`config.mk`:
```
export PLATFORM = sky130hd
export DESIGN_NAME = rtx_regs
export DESIGN_NICKNAME = d
export VERILOG_FILES = /design/src/include/rtx_pkg.sv /design/src/logic/rtx_regs.sv
export VERILOG_INCLUDE_DIRS = /design/src /design/src/include
export SDC_FILE = /design/constraint.sdc
export NUM_CORES = 1
export LEC_CHECK = 0
export ABC_AREA = 1
export BUFFER_PORTS_ARGS = -buffer_cell sky130_fd_sc_hd__clkbuf_2
export CORE_UTILIZATION = 47
export CTS_CLUSTER_SIZE = 16
export DETAILED_ROUTE_END_ITERATION = 8
export MAX_ROUTING_LAYER = met4
export PLACE_DENSITY_LB_ADDON = 0.25
export SLEW_MARGIN = 5
export SYNTH_ARGS = -nofsm -noshare
export SYNTH_HDL_FRONTEND = slang
export SYNTH_SLANG_ARGS = --single-unit
```
`constraint.sdc`:
```
create_clock -name aclk -period 2.85 [get_ports aclk]
set_input_delay 0.57 -clock aclk [delete_from_list [all_inputs] [get_ports aclk]]
set_output_delay 0.57 -clock aclk [all_outputs]
set_load 0.1 [all_outputs]
```
`src/include/rtx_defines.svh`:
```
/*
 * Register indices, field positions, reset values and timing figures for
 * the radio transmitter configuration and buffer registers.
 * Assumes: included by bare name; byte address is four times the index.
 */
`ifndef RTX_DEFINES_SVH
`define RTX_DEFINES_SVH

// ---------------------------------------------------------------------
// register indices (byte address = index * 4)
// ---------------------------------------------------------------------
`define RTX_IDX_DIRECT_CTRL  16'h1836
`define RTX_IDX_SOFT_RESET   16'h1837
`define RTX_IDX_SPACE_HI     16'h1838
`define RTX_IDX_SPACE_LO     16'h1839
`define RTX_IDX_MARK_HI      16'h183A
`define RTX_IDX_MARK_LO      16'h183B
`define RTX_IDX_BUF_FIRST    16'h183C
`define RTX_IDX_BUF_LAST     16'h185B

// ---------------------------------------------------------------------
// field positions
// ---------------------------------------------------------------------
`define RTX_LO_FREQ_MSB      7
`define RTX_LO_FREQ_LSB      3
`define RTX_POL_BIT          2
`define RTX_CODE_MSB         1
`define RTX_CODE_LSB         0
`define RTX_BAND_BIT         2
`define RTX_KEY_BIT          1
`define RTX_REF_CLOCK_OUT_EN_BIT        0
`define RTX_DIRECT_BIT       0
`define RTX_SOFT_RESET_BIT   0

// ---------------------------------------------------------------------
// reset values and timing
// ---------------------------------------------------------------------
`define RTX_FREQ_RESET       13'h0000
`define RTX_BYTE_RESET       8'h00
`define RTX_XTAL_KHZ         26000
`define RTX_REF_KHZ          500

`endif

```
`src/include/rtx_pkg.sv`:
```
/*
 * Types shared by the radio transmitter register block.
 * Assumes: nothing beyond a SystemVerilog compiler.
 */
package rtx_pkg;

    // data encoding and source selection
    typedef enum logic [1:0] {
        RTX_CODE_MANCHESTER = 2'h0,
        RTX_CODE_BIPHASE    = 2'h1,
        RTX_CODE_NRZ        = 2'h2,
        RTX_CODE_DIRECT     = 2'h3
    } rtx_code_type;

    // axi response codes
    typedef enum logic [1:0] {
        RTX_RESP_OKAY   = 2'h0,
        RTX_RESP_SLVERR = 2'h2
    } rtx_resp_type;

endpackage : rtx_pkg

```
`src/logic/rtx_regs.sv`:
```
/*
 * Radio transmitter configuration and transmit buffer registers behind an
 * AXI4-Lite slave, with the modulation source mux and the reference clock
 * divider that these settings steer.
 * Assumes: aclk 100 MHz; xtal_in is an asynchronous crystal-rate pin;
 * serial_bit and tx_on come from a serializer on aclk.
 */
`timescale 1ns/1ps
`include "rtx_defines.svh"

// Behaviour
// the 13-bit space word sets the 0 carrier, xtal*(12+4*band+word/8192).
// the space word is zero after power-on reset and after a soft reset.
// the 13-bit mark word sets the 1 carrier with the same scaling.
// in on-off keying a 1 emits the mark carrier and a 0 emits no carrier.
// the inversion bit at position 2 inverts every encoding, direct too.
// codes 00, 01, 10 pick Manchester, Bi-Phase, NRZ; clears to 00.
// code 11 bypasses the buffer and sends a software data bit.
// the band bit picks 315 MHz at 0, 434 MHz at 1; soft reset clears it.
// the band bit also picks the divider for the 500 kHz reference clock.
// keying bit 1 picks on-off keying at 0, frequency shift at 1.
// enable bit 0 gates the 500 kHz reference clock to the timer.
// the buffer is 32 byte registers, lowest address holding bits 7 to 0.
// a one written to soft reset resets the block; it reads zero.
// buffer bytes are undefined after reset; soft reset leaves them.
module rtx_regs
    import rtx_pkg::*;
#(
    parameter int BUF_BYTES = 32,
    parameter int DIV_BAND0 = `RTX_XTAL_KHZ / `RTX_REF_KHZ,
    parameter int DIV_BAND1 = `RTX_XTAL_KHZ / `RTX_REF_KHZ
) (
    input  wire logic                   aclk,
    input  wire logic                   aresetn,
    input  wire logic                   clk_en,
    input  wire logic [15:0]            s_axi_awaddr,
    input  wire logic                   s_axi_awvalid,
    output logic                        s_axi_awready,
    input  wire logic [31:0]            s_axi_wdata,
    input  wire logic [3:0]             s_axi_wstrb,
    input  wire logic                   s_axi_wvalid,
    output logic                        s_axi_wready,
    output logic [1:0]                  s_axi_bresp,
    output logic                        s_axi_bvalid,
    input  wire logic                   s_axi_bready,
    input  wire logic [15:0]            s_axi_araddr,
    input  wire logic                   s_axi_arvalid,
    output logic                        s_axi_arready,
    output logic [31:0]                 s_axi_rdata,
    output logic [1:0]                  s_axi_rresp,
    output logic                        s_axi_rvalid,
    input  wire logic                   s_axi_rready,
    input  wire logic                   xtal_in,
    input  wire logic                   serial_bit,
    input  wire logic                   tx_on,
    output logic [12:0]                 space_freq_word,
    output logic [12:0]                 mark_freq_word,
    output logic                        band_select,
    output logic                        keying_select,
    output logic [1:0]                  encoding_select,
    output logic                        output_inversion,
    output logic                        ref_clock_out_en,
    output logic                        radio_soft_reset,
    output logic [BUF_BYTES*8-1:0]      tx_buffer_bit,
    output logic                        carrier_on,
    output logic [12:0]                 carrier_freq_word,
    output logic                        ref_clock_500k
);

    // -----------------------------------------------------------------
    // state
    // -----------------------------------------------------------------
    logic [12:0] space_reg;
    logic [12:0] mark_reg;
    logic        pol_reg;
    logic [1:0]  code_reg;
    logic        band_reg;
    logic        key_reg;
    logic        ref_clock_out_en_reg;
    logic        direct_reg;
    logic        srst_reg;
    logic [7:0]  buf_mem [BUF_BYTES];
    logic        aw_have_reg;
    logic        w_have_reg;
    logic [15:0] aw_addr_reg;
    logic [7:0]  w_byte_reg;
    logic        w_strb_reg;
    logic        bvalid_reg;
    logic [1:0]  bresp_reg;
    logic        rvalid_reg;
    logic [31:0] rdata_reg;
    logic [1:0]  rresp_reg;
    logic        data_reg;
    logic        carrier_reg;
    logic [12:0] freq_reg;
    logic [2:0]  xtal_sync_reg;
    logic [7:0]  div_cnt_reg;
    logic        ref_reg;

    logic        wr_fire;
    logic [13:0] wr_idx;
    logic [13:0] rd_idx;
    logic        wr_ok;
    logic        rd_ok;
    logic [31:0] rd_word;
    logic        src_bit;
    logic [7:0]  half_div;

    // -----------------------------------------------------------------
    // axi write channel
    // -----------------------------------------------------------------
    assign s_axi_awready = !aw_have_reg && !bvalid_reg;
    assign s_axi_wready  = !w_have_reg && !bvalid_reg;
    assign s_axi_bvalid  = bvalid_reg;
    assign s_axi_bresp   = bresp_reg;
    assign wr_fire = aw_have_reg && w_have_reg && !bvalid_reg;
    assign wr_idx  = aw_addr_reg[15:2];

    // address decode of the held write, word aligned
    always_comb begin
        if (aw_addr_reg[1:0] != 2'h0) begin
            wr_ok = 1'b0;
        end else if (wr_idx >= `RTX_IDX_DIRECT_CTRL
                     && wr_idx <= `RTX_IDX_BUF_LAST) begin
            wr_ok = 1'b1;
        end else begin
            wr_ok = 1'b0;
        end
    end

    // address and data are caught in either order, then answered
    always_ff @(posedge aclk) begin
        if (!aresetn) begin
            aw_have_reg <= 1'b0;
            w_have_reg  <= 1'b0;
            aw_addr_reg <= 16'h0000;
            w_byte_reg  <= 8'h00;
            w_strb_reg  <= 1'b0;
            bvalid_reg  <= 1'b0;
            bresp_reg   <= RTX_RESP_OKAY;
        end else if (clk_en) begin
            if (s_axi_awvalid && s_axi_awready) begin
                aw_have_reg <= 1'b1;
                aw_addr_reg <= s_axi_awaddr;
            end
            if (s_axi_wvalid && s_axi_wready) begin
                w_have_reg <= 1'b1;
                w_byte_reg <= s_axi_wdata[7:0];
                w_strb_reg <= s_axi_wstrb[0];
            end
            if (wr_fire) begin
                aw_have_reg <= 1'b0;
                w_have_reg  <= 1'b0;
                bvalid_reg  <= 1'b1;
                bresp_reg   <= wr_ok ? RTX_RESP_OKAY : RTX_RESP_SLVERR;
            end else if (bvalid_reg && s_axi_bready) begin
                bvalid_reg <= 1'b0;
            end
        end
    end

    // -----------------------------------------------------------------
    // configuration registers
    // -----------------------------------------------------------------
    // soft reset pulse, one cycle, never read back as one
    always_ff @(posedge aclk) begin
        if (!aresetn) begin
            srst_reg <= 1'b0;
        end else if (clk_en) begin
            srst_reg <= wr_fire && w_strb_reg
                        && wr_idx == `RTX_IDX_SOFT_RESET
                        && w_byte_reg[`RTX_SOFT_RESET_BIT];
        end
    end

    // space word, polarity and encoding
    always_ff @(posedge aclk) begin
        if (!aresetn || (clk_en && srst_reg)) begin
            space_reg <= `RTX_FREQ_RESET;
            pol_reg   <= 1'b0;
            code_reg  <= RTX_CODE_MANCHESTER;
        end else if (clk_en && wr_fire && w_strb_reg) begin
            if (wr_idx == `RTX_IDX_SPACE_HI) begin
                space_reg[12:5] <= w_byte_reg;
            end else if (wr_idx == `RTX_IDX_SPACE_LO) begin
                space_reg[4:0] <= w_byte_reg[`RTX_LO_FREQ_MSB:
                                             `RTX_LO_FREQ_LSB];
                pol_reg  <= w_byte_reg[`RTX_POL_BIT];
                code_reg <= w_byte_reg[`RTX_CODE_MSB:`RTX_CODE_LSB];
            end
        end
    end

    // mark word, band, keying and reference enable
    always_ff @(posedge aclk) begin
        if (!aresetn || (clk_en && srst_reg)) begin
            mark_reg  <= `RTX_FREQ_RESET;
            band_reg  <= 1'b0;
            key_reg   <= 1'b0;
            ref_clock_out_en_reg <= 1'b0;
        end else if (clk_en && wr_fire && w_strb_reg) begin
            if (wr_idx == `RTX_IDX_MARK_HI) begin
                mark_reg[12:5] <= w_byte_reg;
            end else if (wr_idx == `RTX_IDX_MARK_LO) begin
                mark_reg[4:0] <= w_byte_reg[`RTX_LO_FREQ_MSB:
                                            `RTX_LO_FREQ_LSB];
                band_reg  <= w_byte_reg[`RTX_BAND_BIT];
                key_reg   <= w_byte_reg[`RTX_KEY_BIT];
                ref_clock_out_en_reg <= w_byte_reg[`RTX_REF_CLOCK_OUT_EN_BIT];
            end
        end
    end

    // software data bit for direct mode
    always_ff @(posedge aclk) begin
        if (!aresetn || (clk_en && srst_reg)) begin
            direct_reg <= 1'b0;
        end else if (clk_en && wr_fire && w_strb_reg
                     && wr_idx == `RTX_IDX_DIRECT_CTRL) begin
            direct_reg <= w_byte_reg[`RTX_DIRECT_BIT];
        end
    end

    // transmit buffer, no reset at all
    always_ff @(posedge aclk) begin
        if (clk_en && wr_fire && w_strb_reg
            && wr_idx >= `RTX_IDX_BUF_FIRST
            && wr_idx <= `RTX_IDX_BUF_LAST) begin
            buf_mem[5'(wr_idx - `RTX_IDX_BUF_FIRST)] <= w_byte_reg;
        end
    end

    // lowest address holds the lowest buffer bits
    always_comb begin
        for (int i = 0; i < BUF_BYTES; i++) begin
            tx_buffer_bit[i*8 +: 8] = buf_mem[i];
        end
    end

    // -----------------------------------------------------------------
    // axi read channel
    // -----------------------------------------------------------------
    assign s_axi_arready = !rvalid_reg;
    assign s_axi_rvalid  = rvalid_reg;
    assign s_axi_rdata   = rdata_reg;
    assign s_axi_rresp   = rresp_reg;
    assign rd_idx = s_axi_araddr[15:2];

    // read decode, unmapped reads zero with an error
    always_comb begin
        rd_word = 32'h0000_0000;
        rd_ok   = s_axi_araddr[1:0] == 2'h0;
        if (rd_idx == `RTX_IDX_DIRECT_CTRL) begin
            rd_word[0] = direct_reg;
        end else if (rd_idx == `RTX_IDX_SOFT_RESET) begin
            rd_word = 32'h0000_0000;
        end else if (rd_idx == `RTX_IDX_SPACE_HI) begin
            rd_word[7:0] = space_reg[12:5];
        end else if (rd_idx == `RTX_IDX_SPACE_LO) begin
            rd_word[7:0] = {space_reg[4:0], pol_reg, code_reg};
        end else if (rd_idx == `RTX_IDX_MARK_HI) begin
            rd_word[7:0] = mark_reg[12:5];
        end else if (rd_idx == `RTX_IDX_MARK_LO) begin
            rd_word[7:0] = {mark_reg[4:0], band_reg, key_reg, ref_clock_out_en_reg};
        end else if (rd_idx >= `RTX_IDX_BUF_FIRST
                     && rd_idx <= `RTX_IDX_BUF_LAST) begin
            rd_word[7:0] = buf_mem[5'(rd_idx - `RTX_IDX_BUF_FIRST)];
        end else begin
            rd_ok = 1'b0;
        end
        if (!rd_ok) begin
            rd_word = 32'h0000_0000;
        end
    end

    // one read at a time, answered the cycle after the address
    always_ff @(posedge aclk) begin
        if (!aresetn) begin
            rvalid_reg <= 1'b0;
            rdata_reg  <= 32'h0000_0000;
            rresp_reg  <= RTX_RESP_OKAY;
        end else if (clk_en) begin
            if (s_axi_arvalid && s_axi_arready) begin
                rvalid_reg <= 1'b1;
                rdata_reg  <= rd_word;
                rresp_reg  <= rd_ok ? RTX_RESP_OKAY : RTX_RESP_SLVERR;
            end else if (rvalid_reg && s_axi_rready) begin
                rvalid_reg <= 1'b0;
            end
        end
    end

    // -----------------------------------------------------------------
    // modulation source and carrier selection
    // -----------------------------------------------------------------
    assign src_bit = (code_reg == RTX_CODE_DIRECT)
                     ? direct_reg : serial_bit;

    // data bit, carrier gate and carrier word from flip-flops
    always_ff @(posedge aclk) begin
        if (!aresetn) begin
            data_reg    <= 1'b0;
            carrier_reg <= 1'b0;
            freq_reg    <= `RTX_FREQ_RESET;
        end else if (clk_en) begin
            data_reg <= src_bit ^ pol_reg;
            if (!tx_on) begin
                carrier_reg <= 1'b0;
            end else if (key_reg) begin
                carrier_reg <= 1'b1;
            end else begin
                carrier_reg <= src_bit ^ pol_reg;
            end
            freq_reg <= (src_bit ^ pol_reg) ? mark_reg
                                            : space_reg;
        end
    end

    // -----------------------------------------------------------------
    // reference clock divider
    // -----------------------------------------------------------------
    // half period follows the band so the output stays at 500 kHz
    assign half_div = band_reg ? 8'(DIV_BAND1 / 2)
                               : 8'(DIV_BAND0 / 2);

    // crystal pin through two flops, third stage for the edge
    always_ff @(posedge aclk) begin
        if (!aresetn) begin
            xtal_sync_reg <= 3'h0;
        end else if (clk_en) begin
            xtal_sync_reg <= {xtal_sync_reg[1:0], xtal_in};
        end
    end

    // count crystal edges and toggle at each half period
    always_ff @(posedge aclk) begin
        if (!aresetn || (clk_en && (srst_reg || !ref_clock_out_en_reg))) begin
            div_cnt_reg <= 8'h00;
            ref_reg     <= 1'b0;
        end else if (clk_en && xtal_sync_reg[1] && !xtal_sync_reg[2]) begin
            if (div_cnt_reg >= half_div - 8'h01) begin
                div_cnt_reg <= 8'h00;
                ref_reg     <= !ref_reg;
            end else begin
                div_cnt_reg <= div_cnt_reg + 8'h01;
            end
        end
    end

    // -----------------------------------------------------------------
    // outputs
    // -----------------------------------------------------------------
    assign space_freq_word   = space_reg;
    assign mark_freq_word    = mark_reg;
    assign band_select       = band_reg;
    assign keying_select     = key_reg;
    assign encoding_select   = code_reg;
    assign output_inversion  = pol_reg;
    assign ref_clock_out_en  = ref_clock_out_en_reg;
    assign radio_soft_reset  = srst_reg;
    assign carrier_on        = carrier_reg;
    assign carrier_freq_word = freq_reg;
    assign ref_clock_500k    = ref_reg;
endmodule : rtx_regs

```
**Word level (Yosys, flattened, before mapping)**

Memories as Yosys holds them, arrays and structs flattened.
Index checks and enable logic that the tools add are counted.

- Register bits after elaboration: 125
- Memories: 1
- Word-level logic and storage cells: 140
- Bits in latches: 0
- ROM bits: 0
- Memory bits (writable): 256

- Multiplexer cells: 35
- Bitwise operators: 3
- Add/sub/neg operators: 3
- Div/mod/pow operators: 0
- Eq/ne operators: 13
- Multiply operators: 0
- Shift operators: 0
- Reductions and logical operators: 53
- Magnitude comparators: 6

Memories:

| memory | words | width | rd ports | clocked after Yosys merged registers in | wr ports | line | text |
|---|---|---|---|---|---|---|---|
| buf_mem | 32 | 8 | 33 | 0 | 1 | rtx_regs.sv:82 | `logic [7:0] buf_mem [BUF_BYTES];` |

Operator list:

| cell | number |
|---|---|
| $eq 14x13->1 const B | 12 |
| $mux 8 | 7 |
| $ge 14x13->1 const B | 3 |
| $mux 32 | 1 |
| $le 14x13->1 const B | 2 |
| $logic_and 1x1->1 | 23 |
| $mux 1 | 23 |
| $reduce_and 2->1 | 11 |
| $mux 13 | 1 |
| $reduce_bool 2->1 | 5 |
| $sub 5x5->5 const B | 2 |
| $add 8x1->8 const B | 1 |
| $ge 8x5->1 const B | 1 |
| $logic_not 1->1 | 8 |
| $mux 7 | 1 |
| $reduce_and 3->1 | 2 |
| $mux 2 | 2 |
| $logic_or 1x1->1 | 3 |
| $eq 2x2->1 const B | 1 |
| $logic_not 2->1 | 1 |
| $not 1->1 | 2 |
| $xor 1x1->1 | 1 |

**Longest topological paths before layout**

- Word-level depth: 10
- Mapped depth: 20

**Least setup slack after synthesis**

No wires, ideal clock.

- Path type: reg2reg
- Start: register bvalid_reg (netlist: s_axi_bvalid)
- End: register w_byte_reg[0]
- Path buffers: 1
- Setup slack: -0.239 ns
- Library setup time: 0.070 ns
- Data required time: 2.780 ns
- Stages on the path, launching flop included: 5
- Arrival: 3.019 ns
- Period minus slack after synthesis: 3.089 ns
- Cell sequence: dfxtp_1 nor2_1 nand3_1 clkbuf_1 a21oi_1

- Longest elaborated chain between the ends: 4

Ends and longest elaborated chain:

| element | line | text |
|---|---|---|
| from (decl) | rtx_regs.sv:88 | `logic bvalid_reg;` |
| from (signal assigned) | rtx_regs.sv:139 | `bvalid_reg <= 1'b0;` |
| from (signal assigned) | rtx_regs.sv:154 | `bvalid_reg <= 1'b1;` |
| from (signal assigned) | rtx_regs.sv:157 | `bvalid_reg <= 1'b0;` |
| $logic_not 1->1 | rtx_regs.sv:113 | `assign s_axi_wready = !w_have_reg && !bvalid_reg;` |
| $logic_and 1x1->1 | rtx_regs.sv:113 |  |
| via s_axi_wready | rtx_regs.sv:42 | `output logic s_axi_wready,` |
| $logic_and 1x1->1 | rtx_regs.sv:146 | `if (s_axi_wvalid && s_axi_wready) begin` |
| $reduce_and 2->1 (no line) | n/a |  |
| to (signal assigned) | rtx_regs.sv:148 | `w_byte_reg <= s_axi_wdata[7:0];` |
| to (decl) | rtx_regs.sv:86 | `logic [7:0] w_byte_reg;` |

The timed path passes the listed nets, and every way through them passes these cells.
A chain may end at the register's enable or synchronous reset.

**Worst setup path after layout**

- Start: register aw_addr_reg[4]
- End: memory buf_mem[4][2] (enable)

- Longest elaborated chain between the ends: 5
- Elaborated cells between the ends (all ways): 7
- Those cells by class: 1 x add/sub; 2 x order compare; 2 x mux; 2 x reduce/logical

Ends and longest elaborated chain:

| element | line | text |
|---|---|---|
| from (decl) | rtx_regs.sv:85 | `logic [15:0] aw_addr_reg;` |
| from (signal assigned) | rtx_regs.sv:144 | `aw_addr_reg <= s_axi_awaddr;` |
| $ge 14x13->1 (no line) | n/a |  |
| $logic_and 1x1->1 (no line) (2 in series) | n/a |  |
| $mux 1 | rtx_regs.sv:226 | `if (clk_en && wr_fire && w_strb_reg` |
| $mux 1 | rtx_regs.sv:229 | `` buf_mem[5'(wr_idx - `RTX_IDX_BUF_FIRST)] <= w_byte_reg; `` |
| to (decl) | rtx_regs.sv:82 |  |

Parallel ways exist; a longest one is shown, timed or not.

==> impl_results.md <==
- Post-Synth XOR/XNOR Area: less than 1%
- LEAKAGE: about 8.0 nW
- Syn Inst Count: about 1,500
- Post-synthesis compound-gate area fraction: between 10% and 20%
- # IOs: between 400 and 500
- CP peak stage delay: 0.35 ns
- Top_reg_cell synth: edfxtp_1
- Util after Layout: 59.9%
- Longest Clk Path Bufs: 3
- Clock transition at the registers of the reported paths: ~0.06 ns
- Detailed-route DRC error count: 0
- CTS resizes: 0
- Wirelength, routed: 50.3 mm
- Yosys Warn Count: 0
- Skew-Pair Late Insertion Delay: about 0.54 ns
- Crit path cell chain: inv_1 -> ha_1 -> inv_1 -> nor2_1 -> nand3_1 -> o22ai_1 -> and3_1 -> nand2_1 -> buf_4 -> nor2_1 -> buf_4
- Starting Density: 47.6%
- Setup WS pre-CTS: -0.0269 ns
- Post-synth ARST share: 0%
- Final Hold Viols: 0
- Setup violators final: 0
- Crit path kind: flop to flop
- Syn avg cell area: about 10 µm²
- Top Metal Used: met4
- Post-Route M1 WL: between 15 and 20 mm
- Post-synthesis mux area share: 0%
- Synth cell types: 47
- EDFF count, synth: 256
- Synth Register Bits: 355
- Sequential share of the synthesized area: 64.6%
- Skew final: 0.0172 ns
- Worst-Margin Slew: roughly 1.1 ns
- Largest net degree at the start of global routing: 45
- Crit share post-route: between 90 and 100%
- Final worst slack: about 0.23 ns
- Slowest CP cell: dfxtp_1
- Vias: about 13,000
- CTS tree: yes
- Root buf cell: clkbuf_16
- Setup repair bufs after CTS: 0
- Layout cell share with drive strength beyond 1: ~28%
- Antenna violations before repair: 5
- 1st-iter DRT viols: 1,273
- Total grt overflow: 0
- Synth Area in Simple Gates: about 17%
- Wire length on met2: between 20 and 25 mm
- Highest clock rate: 382 MHz
- Drt pass-1 iters: 7
- Vias in the first global route: approximately 12,000
- Core area: around 31,000 µm²
- First-pass GRT wire length: between 70 and 80 mm
- Critical path capture point type: flop
- Min Clock Period, post-route: approximately 2.6 ns
- Setup crit start kind: flop
- Flip-flop count of the largest register, all copies and words added: around 260
- Nets: about 2,000
- Crit path required time: a little over 3 ns
- Gpl congestion: approximately 0.94
- Maximum vdd drop: approximately 0.42 mV
- Adder-cell area share of the yosys netlist: 0.752%
- RSZ-0062 raised after global routing: false
- Final ANT Viol Nets: 0
- H-tree depth: 2
- Most frequent cells in the layout: clkbuf_2, edfxtp_1, nand2_1, nor2_1, inv_1
- CTS Hold Bufs: 0
- Worst-path fanout max: 8
- Global Route Usage Sum: approximately a third
- Port Buffer Count: between 300 and 400
- Vias per cell: about 5.5
- PwrDens: 613 nW/µm²
- HP Class: input port to flop
- Max-cap violations: 0
- Crit path DAT: roughly 2.9 ns
- Dpl hpwl: 36.0 mm
- Max-slew violation count: 0
- Slew headroom: 25.6%
- Die H: roughly 180 µm
- Die Wd: around 180 µm
- Full die area: between 30,000 and 40,000 µm²
- Core Rows: 65
- TritonCTS Sinks: ~360
- WL met3: 4.94 mm
- Commonest non-fill, non-tap cell in the layout: clkbuf_2
- Largest family of logic cells by synthesized area: simple AND/OR/NAND/NOR gates
- Filler cells: between 2,000 and 3,000
- Post-Syn Area: roughly 15,000 µm²
- Layout area overhead: 25.9%
- Run status: finished clean
- Mean routed wirelength per cell: between 20 and 25 µm
- Clock buffer count from CTS: 38
==> path summary, 6_finish.rpt <==
kind,start,depth (start not counted),slack (ns),end
min reg2reg,div_cnt_reg[5]$_SDFFE_PP0P_,2,0.45,div_cnt_reg[5]$_SDFFE_PP0P_
max,aw_addr_reg[4]$_SDFFE_PN0P_,11,0.23,buf_mem[4][2]$_DFFE_PP_
min,xtal_in,3,0.27,xtal_sync_reg[0]$_SDFFE_PN0P_
max reg2reg,aw_addr_reg[4]$_SDFFE_PN0P_,11,0.23,buf_mem[4][2]$_DFFE_PP_
==> metrics by stage <==
stage / TNS (ns) / hold WS [ns] / cell area, µm² / power [W] / cells
2_1_floorplan: -5.68 / 0.424 / 15100 / 0.00643 / 1488
3_3_place_gp: 0 / 0.433 / 17600 / 0.00672 / 2254
3_5_place_dp: -0.0449 / 0.437 / 17600 / 0.00674 / 2254
4_1_cts: 0 / 0.261 / 18800 / 0.0116 / 2324
5_1_grt: 0 / 0.297 / 18900 / 0.0119 / 2329
6_report: 0 / 0.272 / 18900 / 0.0116 / 2329
==> synthesized netlist by cell type, types with 2 or more instances <==
cell       number  area share (%)
inv_2           6            0.15
o22a_1          3            0.18
a22oi_1         4            0.20
or2_1           8            0.33
ha_1            9            0.75
o211ai_1       22             1.1
buf_6           2            0.15
nor2_1        222             5.6
dfxtp_1        99              13
o31ai_1         5            0.25
buf_1           5            0.13
o22ai_1        36             1.5
o21ai_0        84             2.8
nand2_1       225             5.6
nor2_2          5            0.21
nand3b_1        8            0.40
or2_2          11            0.46
a211oi_1       14            0.70
o2111ai_1      10            0.58
buf_2          22            0.74
o21bai_1        2            0.10
buf_4          34             1.7
nor3_1         10            0.33
nand2_4         2            0.15
nand2_2         2           0.084
clkbuf_1       25            0.63
o21ai_1         6            0.20
a21oi_1        72             2.4
nand4_1        17            0.71
nand3_1        73             2.4
o221ai_1        6            0.35
nor2_4          3            0.23
or2_0           4            0.17
inv_1         139             3.5
edfxtp_1      256              51
==> logic make-up after synthesis <==
kind of cell	Yosys count
fa+ha+maj	9
other cells	1
simple gates	594
xor+xnor	2
flops	355
compound gates	267
buf+inv	235
==> layer usage <==
| layer | vias up | GRT usage, % |
|---|---|---|
| met4 | 0 | 14.9 |
| met5 | - | - |
| met3 | 144 | 5.36 |
| met1 | 6084 | 40.6 |
| li1 | 5847 | - |
| met2 | 794 | 48.9 |
==> area by class of cell <==
type                    instances  area (µm²)  area share, %
well taps                     402         503           2.67
multi-input cells             898        4350           23.1
flip-flops and latches        355        9670           51.3
inverters                     147         554           2.94
diodes                          5        12.5         0.0664
clock inverters                22         205           1.09
clock buffers                  48        1030           5.46
repair buffers                452        2530           13.4
==> worst max-delay path, delay by kind of cell (launching register included) <==
| family | cells | cell delay [ns] |
|---|---|---|
| DFF | 1 | 0.35 |
| buffers and inverters | 4 | 0.65 |
| adders and majority gates | 1 | 0.17 |
| AOI/OAI and AO/OA | 1 | 0.21 |
| and+or+nand+nor | 5 | 0.93 |
==> report_power, final <==
part           internal (W)  total (W)  switching (W)
combinational      0.000223   0.000986       0.000763
clock               0.00286    0.00492        0.00206
sequential          0.00559    0.00566      0.0000643
No activity file was read; power rests on OpenSTA's default activity.
